==> src/verilog/alpd_defines.svh <==
// Behaviour
// - sensor enable bit drives supply pin high and enables frequency counting.
// - count sensor edges for 500 ms, divide by 10-bit prescaler, 10-bit result.
// - calc enable low leaves the light result to the host only.
// - calc enable high lets light result steer brightness except pass-through.
// - light result mapped to duty through a three-segment linear curve.
// - light duty multiplies the duty from register, pin, or both.
// - ramp time select gives 130 ms, 0.5 s, 1.0 s or 2 s slopes.
// - slope smoothing also applies to register and pin brightness changes.
// - without sensor use, supply pin is a plain output following enable bit.
// - N strings, each one 1/N; some fully on plus one partial.
// - on/partial pattern walks through all active strings in turn.
// - rotation rate equals base rate or a lower rate by 2-bit select.
// - at the 19.5 kHz top rate with phase rotation on, boost holds a fixed level.
// - phase rotation on by default, off when its off bit is one.
// - scheme bit picks between two sets of base, shift, output rates.
// - scheme 0: upper code bits pick base rate, lower bits divide 1-8.
// - scheme 1: code picks output rate, shift rate is output times N.
// - pass-through mode ignores light result and phase rotation.
// - string count select gives 4 to 7 strings, used from the first.
`ifndef ALPD_DEFINES_SVH
`define ALPD_DEFINES_SVH
`define ALPD_CLK_HZ 50000000
`define ALPD_WINDOW_MS 500
`define ALPD_WINDOW_CYCLES (`ALPD_WINDOW_MS * (`ALPD_CLK_HZ / 1000))
`define ALPD_RAMP_STEPS 1024
`define ALPD_RAMP0_MS 130
`define ALPD_RAMP1_MS 500
`define ALPD_RAMP2_MS 1000
`define ALPD_RAMP3_MS 2000
`define ALPD_RAMP_STEP(ms) ((ms) * (`ALPD_CLK_HZ / 1000) / `ALPD_RAMP_STEPS)
`define ALPD_OFF_CTRL 6'h00
`define ALPD_OFF_BRIGHT 6'h04
`define ALPD_OFF_FREQ 6'h08
`define ALPD_OFF_PRESC 6'h0C
`define ALPD_OFF_CURVE_BP 6'h10
`define ALPD_OFF_CURVE_SL 6'h14
`define ALPD_OFF_LIGHT_HI 6'h18
`define ALPD_OFF_LIGHT_LO 6'h1C
`define ALPD_OFF_STATUS 6'h20
`define ALPD_CTRL_RESET 12'h208
`define ALPD_BRIGHT_RESET 8'hFF
`define ALPD_FREQ_RESET 5'h00
`define ALPD_PRESC_RESET 10'h001
`define ALPD_BP1_RESET 10'h100
`define ALPD_BP2_RESET 10'h300
`define ALPD_SLOPE_RESET 8'h10
`define ALPD_MIN_STRINGS 3'h4
`define ALPD_FULL_DUTY 11'h400
`define ALPD_DUTY_MAX 10'h3FF
`define ALPD_DUTY_WIN_LAST 20'hFFFFF
`define ALPD_TOP_CODE_S0 5'h1C
`define ALPD_TOP_CODE_S1 5'h1F
`endif

==> src/verilog/alpd_pkg.sv <==
package alpd_pkg;
  typedef struct packed {
    logic [1:0] rotation_rate_select;
    logic [1:0] string_count_select;
    logic [1:0] ramp_time_select;
    logic rotation_scheme_select;
    logic phase_rotation_off;
    logic duty_source_select;
    logic duty_source_mode_bit;
    logic internal_light_calc_enable;
    logic sensor_power_enable;
  } alpd_ctrl_type;
  typedef enum logic {
    ALPD_BUS_IDLE = 1'b0,
    ALPD_BUS_ACK = 1'b1
  } alpd_bus_state_type;
endpackage

==> src/verilog/alpd_top.sv <==
`timescale 1ns/1ns
`include "alpd_defines.svh"
module alpd_top
  import alpd_pkg::*;
#(
  parameter int unsigned WINDOW_CYCLES = `ALPD_WINDOW_CYCLES,
  parameter int unsigned RAMP_STEP0 = `ALPD_RAMP_STEP(`ALPD_RAMP0_MS),
  parameter int unsigned RAMP_STEP1 = `ALPD_RAMP_STEP(`ALPD_RAMP1_MS),
  parameter int unsigned RAMP_STEP2 = `ALPD_RAMP_STEP(`ALPD_RAMP2_MS),
  parameter int unsigned RAMP_STEP3 = `ALPD_RAMP_STEP(`ALPD_RAMP3_MS)
) (
  input wire logic mclk,
  input wire logic rst_n,
  input wire logic [5:0] avs_address,
  input wire logic avs_read,
  input wire logic avs_write,
  input wire logic [31:0] avs_writedata,
  output logic [31:0] avs_readdata,
  output logic avs_waitrequest,
  input wire logic light_sensor_in,
  input wire logic duty_cycle_in,
  output logic sensor_supply_out,
  output logic [6:0] string_drive,
  output logic boost_fixed_level
);
  // ****************************************
  // functions
  // ****************************************
  function automatic logic [9:0] curve(input logic [9:0] x,
      input logic [9:0] b1, input logic [9:0] b2,
      input logic [7:0] s0, input logic [7:0] s1, input logic [7:0] s2);
    logic [19:0] y1;
    logic [19:0] y2;
    logic [19:0] y;
    y1 = (20'(b1) * 20'(s0)) >> 4;
    y2 = y1 + ((20'(b2 - b1) * 20'(s1)) >> 4);
    if (x < b1) begin
      y = (20'(x) * 20'(s0)) >> 4;
    end else if (x < b2) begin
      y = y1 + ((20'(x - b1) * 20'(s1)) >> 4);
    end else begin
      y = y2 + ((20'(x - b2) * 20'(s2)) >> 4);
    end
    return (y > 20'(`ALPD_DUTY_MAX)) ? `ALPD_DUTY_MAX : y[9:0];
  endfunction

  // full scale on either side passes the other through unchanged
  function automatic logic [9:0] mul10(input logic [9:0] a,
      input logic [9:0] b);
    logic [19:0] p;
    p = 20'(a) * 20'(b);
    if (a == `ALPD_DUTY_MAX) begin
      return b;
    end
    if (b == `ALPD_DUTY_MAX) begin
      return a;
    end
    return p[19:10];
  endfunction

  function automatic logic [19:0] base_period(input logic [2:0] s);
    unique case (s)
      3'h0: return 20'(`ALPD_CLK_HZ / 992);
      3'h1: return 20'(`ALPD_CLK_HZ / 1526);
      3'h2: return 20'(`ALPD_CLK_HZ / 1983);
      3'h3: return 20'(`ALPD_CLK_HZ / 2441);
      3'h4: return 20'(`ALPD_CLK_HZ / 2974);
      3'h5: return 20'(`ALPD_CLK_HZ / 3965);
      3'h6: return 20'(`ALPD_CLK_HZ / 4883);
      3'h7: return 20'(`ALPD_CLK_HZ / 19531);
    endcase
  endfunction

  function automatic logic [19:0] out_period(input logic [4:0] c);
    unique case (c)
      5'h00: return 20'(`ALPD_CLK_HZ / 229);
      5'h01: return 20'(`ALPD_CLK_HZ / 305);
      5'h02: return 20'(`ALPD_CLK_HZ / 381);
      5'h03: return 20'(`ALPD_CLK_HZ / 458);
      5'h04: return 20'(`ALPD_CLK_HZ / 534);
      5'h05: return 20'(`ALPD_CLK_HZ / 610);
      5'h06: return 20'(`ALPD_CLK_HZ / 687);
      5'h07: return 20'(`ALPD_CLK_HZ / 763);
      5'h08: return 20'(`ALPD_CLK_HZ / 839);
      5'h09: return 20'(`ALPD_CLK_HZ / 916);
      5'h0A: return 20'(`ALPD_CLK_HZ / 992);
      5'h0B: return 20'(`ALPD_CLK_HZ / 1068);
      5'h0C: return 20'(`ALPD_CLK_HZ / 1144);
      5'h0D: return 20'(`ALPD_CLK_HZ / 1221);
      5'h0E: return 20'(`ALPD_CLK_HZ / 1297);
      5'h0F: return 20'(`ALPD_CLK_HZ / 1373);
      5'h10: return 20'(`ALPD_CLK_HZ / 1450);
      5'h11: return 20'(`ALPD_CLK_HZ / 1526);
      5'h12: return 20'(`ALPD_CLK_HZ / 1602);
      5'h13: return 20'(`ALPD_CLK_HZ / 1678);
      5'h14: return 20'(`ALPD_CLK_HZ / 1755);
      5'h15: return 20'(`ALPD_CLK_HZ / 1831);
      5'h16: return 20'(`ALPD_CLK_HZ / 1908);
      5'h17: return 20'(`ALPD_CLK_HZ / 1983);
      5'h18: return 20'(`ALPD_CLK_HZ / 2060);
      5'h19: return 20'(`ALPD_CLK_HZ / 2671);
      5'h1A: return 20'(`ALPD_CLK_HZ / 3203);
      5'h1B: return 20'(`ALPD_CLK_HZ / 3737);
      5'h1C: return 20'(`ALPD_CLK_HZ / 4270);
      5'h1D: return 20'(`ALPD_CLK_HZ / 4808);
      5'h1E: return 20'(`ALPD_CLK_HZ / 9766);
      5'h1F: return 20'(`ALPD_CLK_HZ / 19531);
    endcase
  endfunction

  function automatic logic phase_on(input logic [19:0] pc,
      input logic [10:0] duty, input logic [19:0] per);
    return {1'b0, pc, 10'h000} < (31'(duty) * 31'(per));
  endfunction

  // ****************************************
  // registers and bus slave
  // ****************************************
  alpd_ctrl_type ctrl_q;
  alpd_bus_state_type bus_q;
  logic [7:0] bright_q;
  logic [4:0] freq_q;
  logic [9:0] presc_q;
  logic [9:0] bp1_q;
  logic [9:0] bp2_q;
  logic [7:0] sl0_q;
  logic [7:0] sl1_q;
  logic [7:0] sl2_q;
  logic [9:0] light_q;
  logic [7:0] light_lo_q;
  logic [9:0] cur_q;
  logic [2:0] pos_q;
  logic [31:0] rd_d;
  logic req;
  logic acc_wr;
  logic acc_rd;

  assign req = avs_read | avs_write;
  assign avs_waitrequest = req & (bus_q == ALPD_BUS_IDLE);
  assign acc_wr = avs_write & (bus_q == ALPD_BUS_ACK);
  assign acc_rd = avs_read & (bus_q == ALPD_BUS_ACK);

  always_ff @(posedge mclk or negedge rst_n) begin
    if (!rst_n) begin
      bus_q <= ALPD_BUS_IDLE;
    end else begin
      unique case (bus_q)
        ALPD_BUS_IDLE: bus_q <= req ? ALPD_BUS_ACK : ALPD_BUS_IDLE;
        ALPD_BUS_ACK: bus_q <= ALPD_BUS_IDLE;
      endcase
    end
  end

  always_comb begin
    rd_d = 32'h0000_0000;
    case (avs_address)
      `ALPD_OFF_CTRL: rd_d = {20'h00000, ctrl_q};
      `ALPD_OFF_BRIGHT: rd_d = {24'h000000, bright_q};
      `ALPD_OFF_FREQ: rd_d = {27'h0000000, freq_q};
      `ALPD_OFF_PRESC: rd_d = {22'h000000, presc_q};
      `ALPD_OFF_CURVE_BP: rd_d = {6'h00, bp2_q, 6'h00, bp1_q};
      `ALPD_OFF_CURVE_SL: rd_d = {8'h00, sl2_q, sl1_q, sl0_q};
      `ALPD_OFF_LIGHT_HI: rd_d = {30'h00000000, light_q[9:8]};
      `ALPD_OFF_LIGHT_LO: rd_d = {24'h000000, light_lo_q};
      `ALPD_OFF_STATUS: rd_d = {11'h000, boost_fixed_level, 1'b0, pos_q,
                                6'h00, cur_q};
      default: rd_d = 32'h0000_0000;
    endcase
  end

  always_ff @(posedge mclk or negedge rst_n) begin
    if (!rst_n) begin
      avs_readdata <= 32'h0000_0000;
    end else if (avs_read && bus_q == ALPD_BUS_IDLE) begin
      avs_readdata <= rd_d;
    end
  end

  // low half frozen when the high half is read
  always_ff @(posedge mclk or negedge rst_n) begin
    if (!rst_n) begin
      light_lo_q <= 8'h00;
    end else if (acc_rd && avs_address == `ALPD_OFF_LIGHT_HI) begin
      light_lo_q <= light_q[7:0];
    end
  end

  always_ff @(posedge mclk or negedge rst_n) begin
    if (!rst_n) begin
      ctrl_q <= alpd_ctrl_type'(`ALPD_CTRL_RESET);
      bright_q <= `ALPD_BRIGHT_RESET;
      freq_q <= `ALPD_FREQ_RESET;
      presc_q <= `ALPD_PRESC_RESET;
      bp1_q <= `ALPD_BP1_RESET;
      bp2_q <= `ALPD_BP2_RESET;
      sl0_q <= `ALPD_SLOPE_RESET;
      sl1_q <= `ALPD_SLOPE_RESET;
      sl2_q <= `ALPD_SLOPE_RESET;
    end else if (acc_wr) begin
      case (avs_address)
        `ALPD_OFF_CTRL: ctrl_q <= alpd_ctrl_type'(avs_writedata[11:0]);
        `ALPD_OFF_BRIGHT: bright_q <= avs_writedata[7:0];
        `ALPD_OFF_FREQ: freq_q <= avs_writedata[4:0];
        `ALPD_OFF_PRESC: presc_q <= avs_writedata[9:0];
        `ALPD_OFF_CURVE_BP: begin
          bp1_q <= avs_writedata[9:0];
          bp2_q <= avs_writedata[25:16];
        end
        `ALPD_OFF_CURVE_SL: begin
          sl0_q <= avs_writedata[7:0];
          sl1_q <= avs_writedata[15:8];
          sl2_q <= avs_writedata[23:16];
        end
        default: ;
      endcase
    end
  end

  // ****************************************
  // pin synchronisers
  // ****************************************
  logic [2:0] sens_s_q;
  logic [1:0] pin_s_q;
  logic sens_rise;

  always_ff @(posedge mclk or negedge rst_n) begin
    if (!rst_n) begin
      sens_s_q <= 3'h0;
      pin_s_q <= 2'h0;
    end else begin
      sens_s_q <= {sens_s_q[1:0], light_sensor_in};
      pin_s_q <= {pin_s_q[0], duty_cycle_in};
    end
  end
  assign sens_rise = sens_s_q[1] & ~sens_s_q[2];

  // ****************************************
  // light measurement
  // ****************************************
  logic [31:0] win_q;
  logic [9:0] pre_q;
  logic [9:0] acc_q;
  logic [9:0] presc_eff;
  logic win_end;

  assign presc_eff = (presc_q == 10'h000) ? 10'h001 : presc_q;
  assign win_end = (win_q == WINDOW_CYCLES - 1);

  // dividing by counting edges per prescale avoids a real divider
  always_ff @(posedge mclk or negedge rst_n) begin
    if (!rst_n) begin
      win_q <= 32'h0000_0000;
      pre_q <= 10'h000;
      acc_q <= 10'h000;
      light_q <= 10'h000;
      sensor_supply_out <= 1'b0;
    end else begin
      sensor_supply_out <= ctrl_q.sensor_power_enable;
      if (!ctrl_q.sensor_power_enable) begin
        win_q <= 32'h0000_0000;
        pre_q <= 10'h000;
        acc_q <= 10'h000;
      end else if (win_end) begin
        win_q <= 32'h0000_0000;
        pre_q <= 10'h000;
        acc_q <= 10'h000;
        light_q <= acc_q;
      end else begin
        win_q <= win_q + 32'h0000_0001;
        if (sens_rise && pre_q >= presc_eff - 10'h001) begin
          pre_q <= 10'h000;
          if (acc_q != `ALPD_DUTY_MAX) begin
            acc_q <= acc_q + 10'h001;
          end
        end else if (sens_rise) begin
          pre_q <= pre_q + 10'h001;
        end
      end
    end
  end

  // ****************************************
  // duty source and target
  // ****************************************
  logic [19:0] dm_cnt_q;
  logic [19:0] dm_hi_q;
  logic [9:0] pin_duty_q;
  logic [9:0] led_duty;
  logic [9:0] light_duty;
  logic [9:0] target;
  logic direct;

  // fixed window of 2^20 cycles covers the slowest input period
  always_ff @(posedge mclk or negedge rst_n) begin
    if (!rst_n) begin
      dm_cnt_q <= 20'h00000;
      dm_hi_q <= 20'h00000;
      pin_duty_q <= 10'h000;
    end else begin
      dm_cnt_q <= dm_cnt_q + 20'h00001;
      if (dm_cnt_q == `ALPD_DUTY_WIN_LAST) begin
        dm_hi_q <= 20'h00000;
        pin_duty_q <= dm_hi_q[19:10];
      end else if (pin_s_q[1]) begin
        dm_hi_q <= dm_hi_q + 20'h00001;
      end
    end
  end

  assign direct = ctrl_q.duty_source_mode_bit & ctrl_q.duty_source_select;
  assign light_duty = curve(light_q, bp1_q, bp2_q, sl0_q, sl1_q, sl2_q);

  always_comb begin
    logic [9:0] bd;
    bd = curve({bright_q, 2'b00}, bp1_q, bp2_q, sl0_q, sl1_q, sl2_q);
    unique case ({ctrl_q.duty_source_mode_bit, ctrl_q.duty_source_select})
      2'b01: led_duty = pin_duty_q;
      2'b10: led_duty = bd;
      2'b00: led_duty = mul10(pin_duty_q, bd);
      2'b11: led_duty = pin_duty_q;
    endcase
    if (ctrl_q.internal_light_calc_enable) begin
      target = mul10(led_duty, light_duty);
    end else begin
      target = led_duty;
    end
  end

  // ****************************************
  // slope smoother
  // ****************************************
  logic [31:0] st_q;
  logic [31:0] step_lim;

  always_comb begin
    unique case (ctrl_q.ramp_time_select)
      2'b00: step_lim = RAMP_STEP0;
      2'b01: step_lim = RAMP_STEP1;
      2'b10: step_lim = RAMP_STEP2;
      2'b11: step_lim = RAMP_STEP3;
    endcase
  end

  always_ff @(posedge mclk or negedge rst_n) begin
    if (!rst_n) begin
      st_q <= 32'h0000_0000;
      cur_q <= 10'h000;
    end else if (st_q >= step_lim - 32'h0000_0001) begin
      st_q <= 32'h0000_0000;
      if (cur_q < target) begin
        cur_q <= cur_q + 10'h001;
      end else if (cur_q > target) begin
        cur_q <= cur_q - 10'h001;
      end
    end else begin
      st_q <= st_q + 32'h0000_0001;
    end
  end

  // ****************************************
  // phase-rotated dimming engine
  // ****************************************
  logic [2:0] n_str;
  logic rot_on;
  logic [19:0] per;
  logic [19:0] pc_q;
  logic per_end;
  logic [3:0] rr_q;
  logic [3:0] rr_lim;
  logic [9:0] dl_q;
  logic [10:0] d11;
  logic [13:0] dn;
  logic part_on;
  logic all_on;
  logic [6:0] drive_d;
  logic adv;

  assign n_str = `ALPD_MIN_STRINGS + {1'b0, ctrl_q.string_count_select};
  assign rot_on = !ctrl_q.phase_rotation_off && !direct;
  assign rr_lim = 4'((4'h1 << ctrl_q.rotation_rate_select) - 4'h1);

  always_comb begin
    logic [19:0] op;
    op = out_period(freq_q);
    if (!ctrl_q.rotation_scheme_select) begin
      per = base_period(freq_q[4:2]);
      if (rot_on) begin
        per = 20'(per << freq_q[1:0]);
      end
    end else if (!rot_on) begin
      per = op;
    end else begin
      unique case (n_str)
        3'h4: per = op >> 2;
        3'h5: per = op / 20'h00005;
        3'h6: per = op / 20'h00006;
        3'h7: per = op / 20'h00007;
        default: per = op;
      endcase
    end
  end

  assign per_end = (pc_q >= per - 20'h00001);
  assign adv = per_end && rot_on && (rr_q >= rr_lim);

  always_ff @(posedge mclk or negedge rst_n) begin
    if (!rst_n) begin
      pc_q <= 20'h00000;
    end else if (per_end) begin
      pc_q <= 20'h00000;
    end else begin
      pc_q <= pc_q + 20'h00001;
    end
  end

  always_ff @(posedge mclk or negedge rst_n) begin
    if (!rst_n) begin
      rr_q <= 4'h0;
      pos_q <= 3'h0;
      dl_q <= 10'h000;
    end else if (per_end && !rot_on) begin
      rr_q <= 4'h0;
      pos_q <= 3'h0;
      dl_q <= cur_q;
    end else if (adv) begin
      rr_q <= 4'h0;
      if (pos_q >= n_str - 3'h1) begin
        pos_q <= 3'h0;
        dl_q <= cur_q;
      end else begin
        pos_q <= pos_q + 3'h1;
      end
    end else if (per_end) begin
      rr_q <= rr_q + 4'h1;
    end
  end

  assign d11 = (dl_q == `ALPD_DUTY_MAX) ? `ALPD_FULL_DUTY : {1'b0, dl_q};
  assign dn = 14'(d11 * 11'(n_str));
  assign part_on = phase_on(pc_q, {1'b0, dn[9:0]}, per);
  assign all_on = phase_on(pc_q, d11, per);

  always_comb begin
    logic [3:0] rk;
    drive_d = 7'h00;
    rk = 4'h0;
    for (int i = 0; i < 7; i++) begin
      rk = (3'(i) >= pos_q) ? 4'(3'(i) - pos_q)
                            : 4'(3'(i) + n_str - pos_q);
      if (3'(i) >= n_str) begin
        drive_d[i] = 1'b0;
      end else if (direct) begin
        drive_d[i] = pin_s_q[1];
      end else if (!rot_on) begin
        drive_d[i] = all_on;
      end else begin
        drive_d[i] = (rk < dn[13:10]) ||
                     (rk == dn[13:10] && part_on);
      end
    end
  end

  always_ff @(posedge mclk or negedge rst_n) begin
    if (!rst_n) begin
      string_drive <= 7'h00;
      boost_fixed_level <= 1'b0;
    end else begin
      string_drive <= drive_d;
      boost_fixed_level <= rot_on && (ctrl_q.rotation_scheme_select ?
          freq_q == `ALPD_TOP_CODE_S1 : freq_q == `ALPD_TOP_CODE_S0);
    end
  end
endmodule // alpd_top

==> config.mk <==
export PLATFORM = sky130hd
export DESIGN_NAME = alpd_top
export DESIGN_NICKNAME = d
export VERILOG_FILES = /design/src/verilog/alpd_pkg.sv /design/src/verilog/alpd_top.sv
export VERILOG_INCLUDE_DIRS = /design/src /design/src/verilog
export SDC_FILE = /design/constraint.sdc
export NUM_CORES = 2
export LEC_CHECK = 0
export ABC_AREA = 1
export BUFFER_PORTS_ARGS = -buffer_cell sky130_fd_sc_hd__buf_2
export CORE_AREA = 2 2 250 499
export DETAILED_ROUTE_END_ITERATION = 12
export DIE_AREA = 0 0 252 501
export GPL_TIMING_DRIVEN = 0
export PLACE_DENSITY = 0.82
export SETUP_SLACK_MARGIN = 0.15
export SLEW_MARGIN = 30
export SYNTH_ARGS = -nofsm -noshare
export SYNTH_HDL_FRONTEND = slang
export SYNTH_SLANG_ARGS = --single-unit
==> constraint.sdc <==
create_clock -name mclk -period 62.6 [get_ports mclk]
set_input_delay 3.13 -clock mclk [delete_from_list [all_inputs] [get_ports mclk]]
set_output_delay 3.13 -clock mclk [all_outputs]
set_load 0.05 [all_outputs]
==> run metrics <==
initial core utilization=about three fifths; I/O pin count=86; status=finished clean; TritonCTS buffer count=36; register area share after synthesis=between 10 and 15%; top cell type's share of synthesized area=approximately 25%; largest net degree at the start of global routing=77; global route overflow=0; Critical-path top delay cell=a21oi_1; min-delay worst type=flop to flop; # diodes=0; vias in the first global route=65021; Synth Register Bits=319; postcts setup bufs=0; count leader, synth=inv_1; row cnt=between 150 and 200; Tot GR Track Use=around 33%; DP Cell Count=~11000; RePlAce Congestion=between 1 and 1.5; MaxCap Viol Count=0; Main synth FF type=dfrtp_1; Core Box Area=123000 um^2; CP Launch Type=flop; max incr delay on CP=around 0.65 ns; Syn Area/Cell=7.45 um^2; Remaining DRCs=0; CTS tree=done; first-pass GRT wire length=about 330000 um; count of cell types in the netlist=85; CP required=approximately 63 ns; count of final setup violators=0; htree depth=2; Setup CP Type=flop to flop; wire per inst=around 18 um; Post-Syn Instances=between 9000 and 10000; final worst path period need=35.22 ns; clock root cell=clkbuf_16; Worst slew margin=about a third; Mapped Area=around 73000 um^2; Post-synth EDFFs=0; via density per instance=approximately 5.7; final hold violation count=0; Initial DRC Count=roughly 5700; CP arrival=approximately 36 ns; layout cells sized above 1=4.73%; Critical Path Fanout Max=13; endpoint class of the critical path=flop; fin util=about 63%; Routed WL=207000 um; CP most frequent cell=inv_1; vias post-DR=roughly 65000; CTS sink cnt=~320; initial antenna violation count=4; dpl hpwl=between 150000 and 200000 um; Die ar.=126000 um^2; CTS Buffer Depth=3; Synth top cells by count=2118 x inv_1, 2054 x nand2_1, 927 x fa_1; post-route ant nets=0; Post-CTS Resized=0; fin crit share=between 50% and 60%; die height=501 um; clock skew=0.0495 ns; max frequency=~28 MHz; Detailed Routing Iterations Pass 1=10; port buffer count=73; Worst-path clk slew=around 0.060 ns; insertion delay to the later sink of the worst-skew pair=slightly above 0.6 ns; ys async rst share=100%; Area contributors post-synth=fa_1 25%, ha_1 15%, inv_1 11%; Final Max Slew Viols=0; Nets=11798; Min Hold Slack=0.348 ns; Post-CTS Hold Buffers=0; setup TNS=0 ns; Synth area leader=fa_1; Worst Max-Slew Pin Slew=between 1 and 1.5 ns; Area Overhead vs Synth=5.19%; RSZ-0062 raised after global routing=false; Final Non-Filler Cells=between 10000 and 15000; die width=around 250 um; synth warn=0
[layout make-up]
type / instances / area, um^2
inverters: 2204 / 8320
clock buffers: 46 / 990
well taps: 1564 / 1960
clock inverters: 18 / 250
fillers: 10774 / 45700
multi-input cells: 7061 / 55700
flip-flops and latches: 319 / 8000
repair buffers: 79 / 495
plain buffers: 235 / 1060
[cells by family (layout without fill, tap and decap cells)]
kind of cell	after synthesis	count (layout)	share of synthesized area, %
adder cells (fa/ha/maj)	1818	1818	40.7
flip-flops	319	319	11.0
AND/OR/NAND/NOR	3726	3726	22.2
multiplexers	9	9	0.137
other	1	21	0.00514
buffers and inverters	2439	2582	12.8
XOR/XNOR	351	351	4.21
AO/OA/AOI/OAI	1136	1136	8.98
[critical path, delay by kind of cell, from the launching register on]
kind                       cells  cell delay [ns]
AOI/OAI and AO/OA             38             7.41
xor gates and xnor gates       1             0.20
adders and majority gates     24             8.70
and+or+nand+nor               95            12.51
buffers and inverters         49             5.69
DFF                            1             0.48
[flip-flops by register name, summed over array words and instances (netlist names), 10 cells and up]
signal,flops
presc_q,10
avs_readdata,26
pin_duty_q,10
cur_q,10
light_q,10
dm_cnt_q,20
bp1_q,10
pc_q,20
dm_hi_q,20
acc_q,10
bp2_q,10
st_q,32
ctrl_q,12
win_q,32
pre_q,10
dl_q,10
[path summary, 6_finish.rpt]
check | from | end | slack (ns) | cells after the start
setup / recovery | freq_q[0] | string_drive[3] | 27.38 | 207
hold / removal | sens_s_q[0] | sens_s_q[1] | 0.35 | 0
setup reg to reg | freq_q[0] | string_drive[3] | 27.38 | 207
hold reg to reg | sens_s_q[0] | sens_s_q[1] | 0.35 | 0
max in group asynchronous | rst_n | presc_q[0] | 58.96 | 3
min in group asynchronous | rst_n | dm_cnt_q[2] | 2.47 | 1
[routing by layer]
layer / wire (um) / track usage [%]
met3: 19700 / 6.61
met1: 79800 / 41.9
met2: 92300 / 53.1
met5: 20 / 0
met4: 14800 / 19.2
[cells in the final DEF, fill, tap and decap left out, types with 62 or more instances in the layout]
cell type	count
xor2_1	236
inv_1	2118
clkbuf_1	190
nand4_1	100
buf_2	76
dfrtp_1	302
xnor2_1	114
o21ai_0	379
nor3_1	84
nand2_1	2054
fa_1	927
nor2_1	907
a21oi_1	424
nand3_1	287
o21bai_1	62
ha_1	890
[stage by stage]
step	worst slack, ns	area, um^2
4_1_cts	27.62	76800
3_3_place_gp	28.04	75400
3_5_place_dp	27.75	75500
6_report	27.38	76800
2_1_floorplan	34.47	73100
5_1_grt	24.10	76800
Power is not shown: default switching activity piles up to over one toggle a cycle in this logic, so the estimate is an artifact.
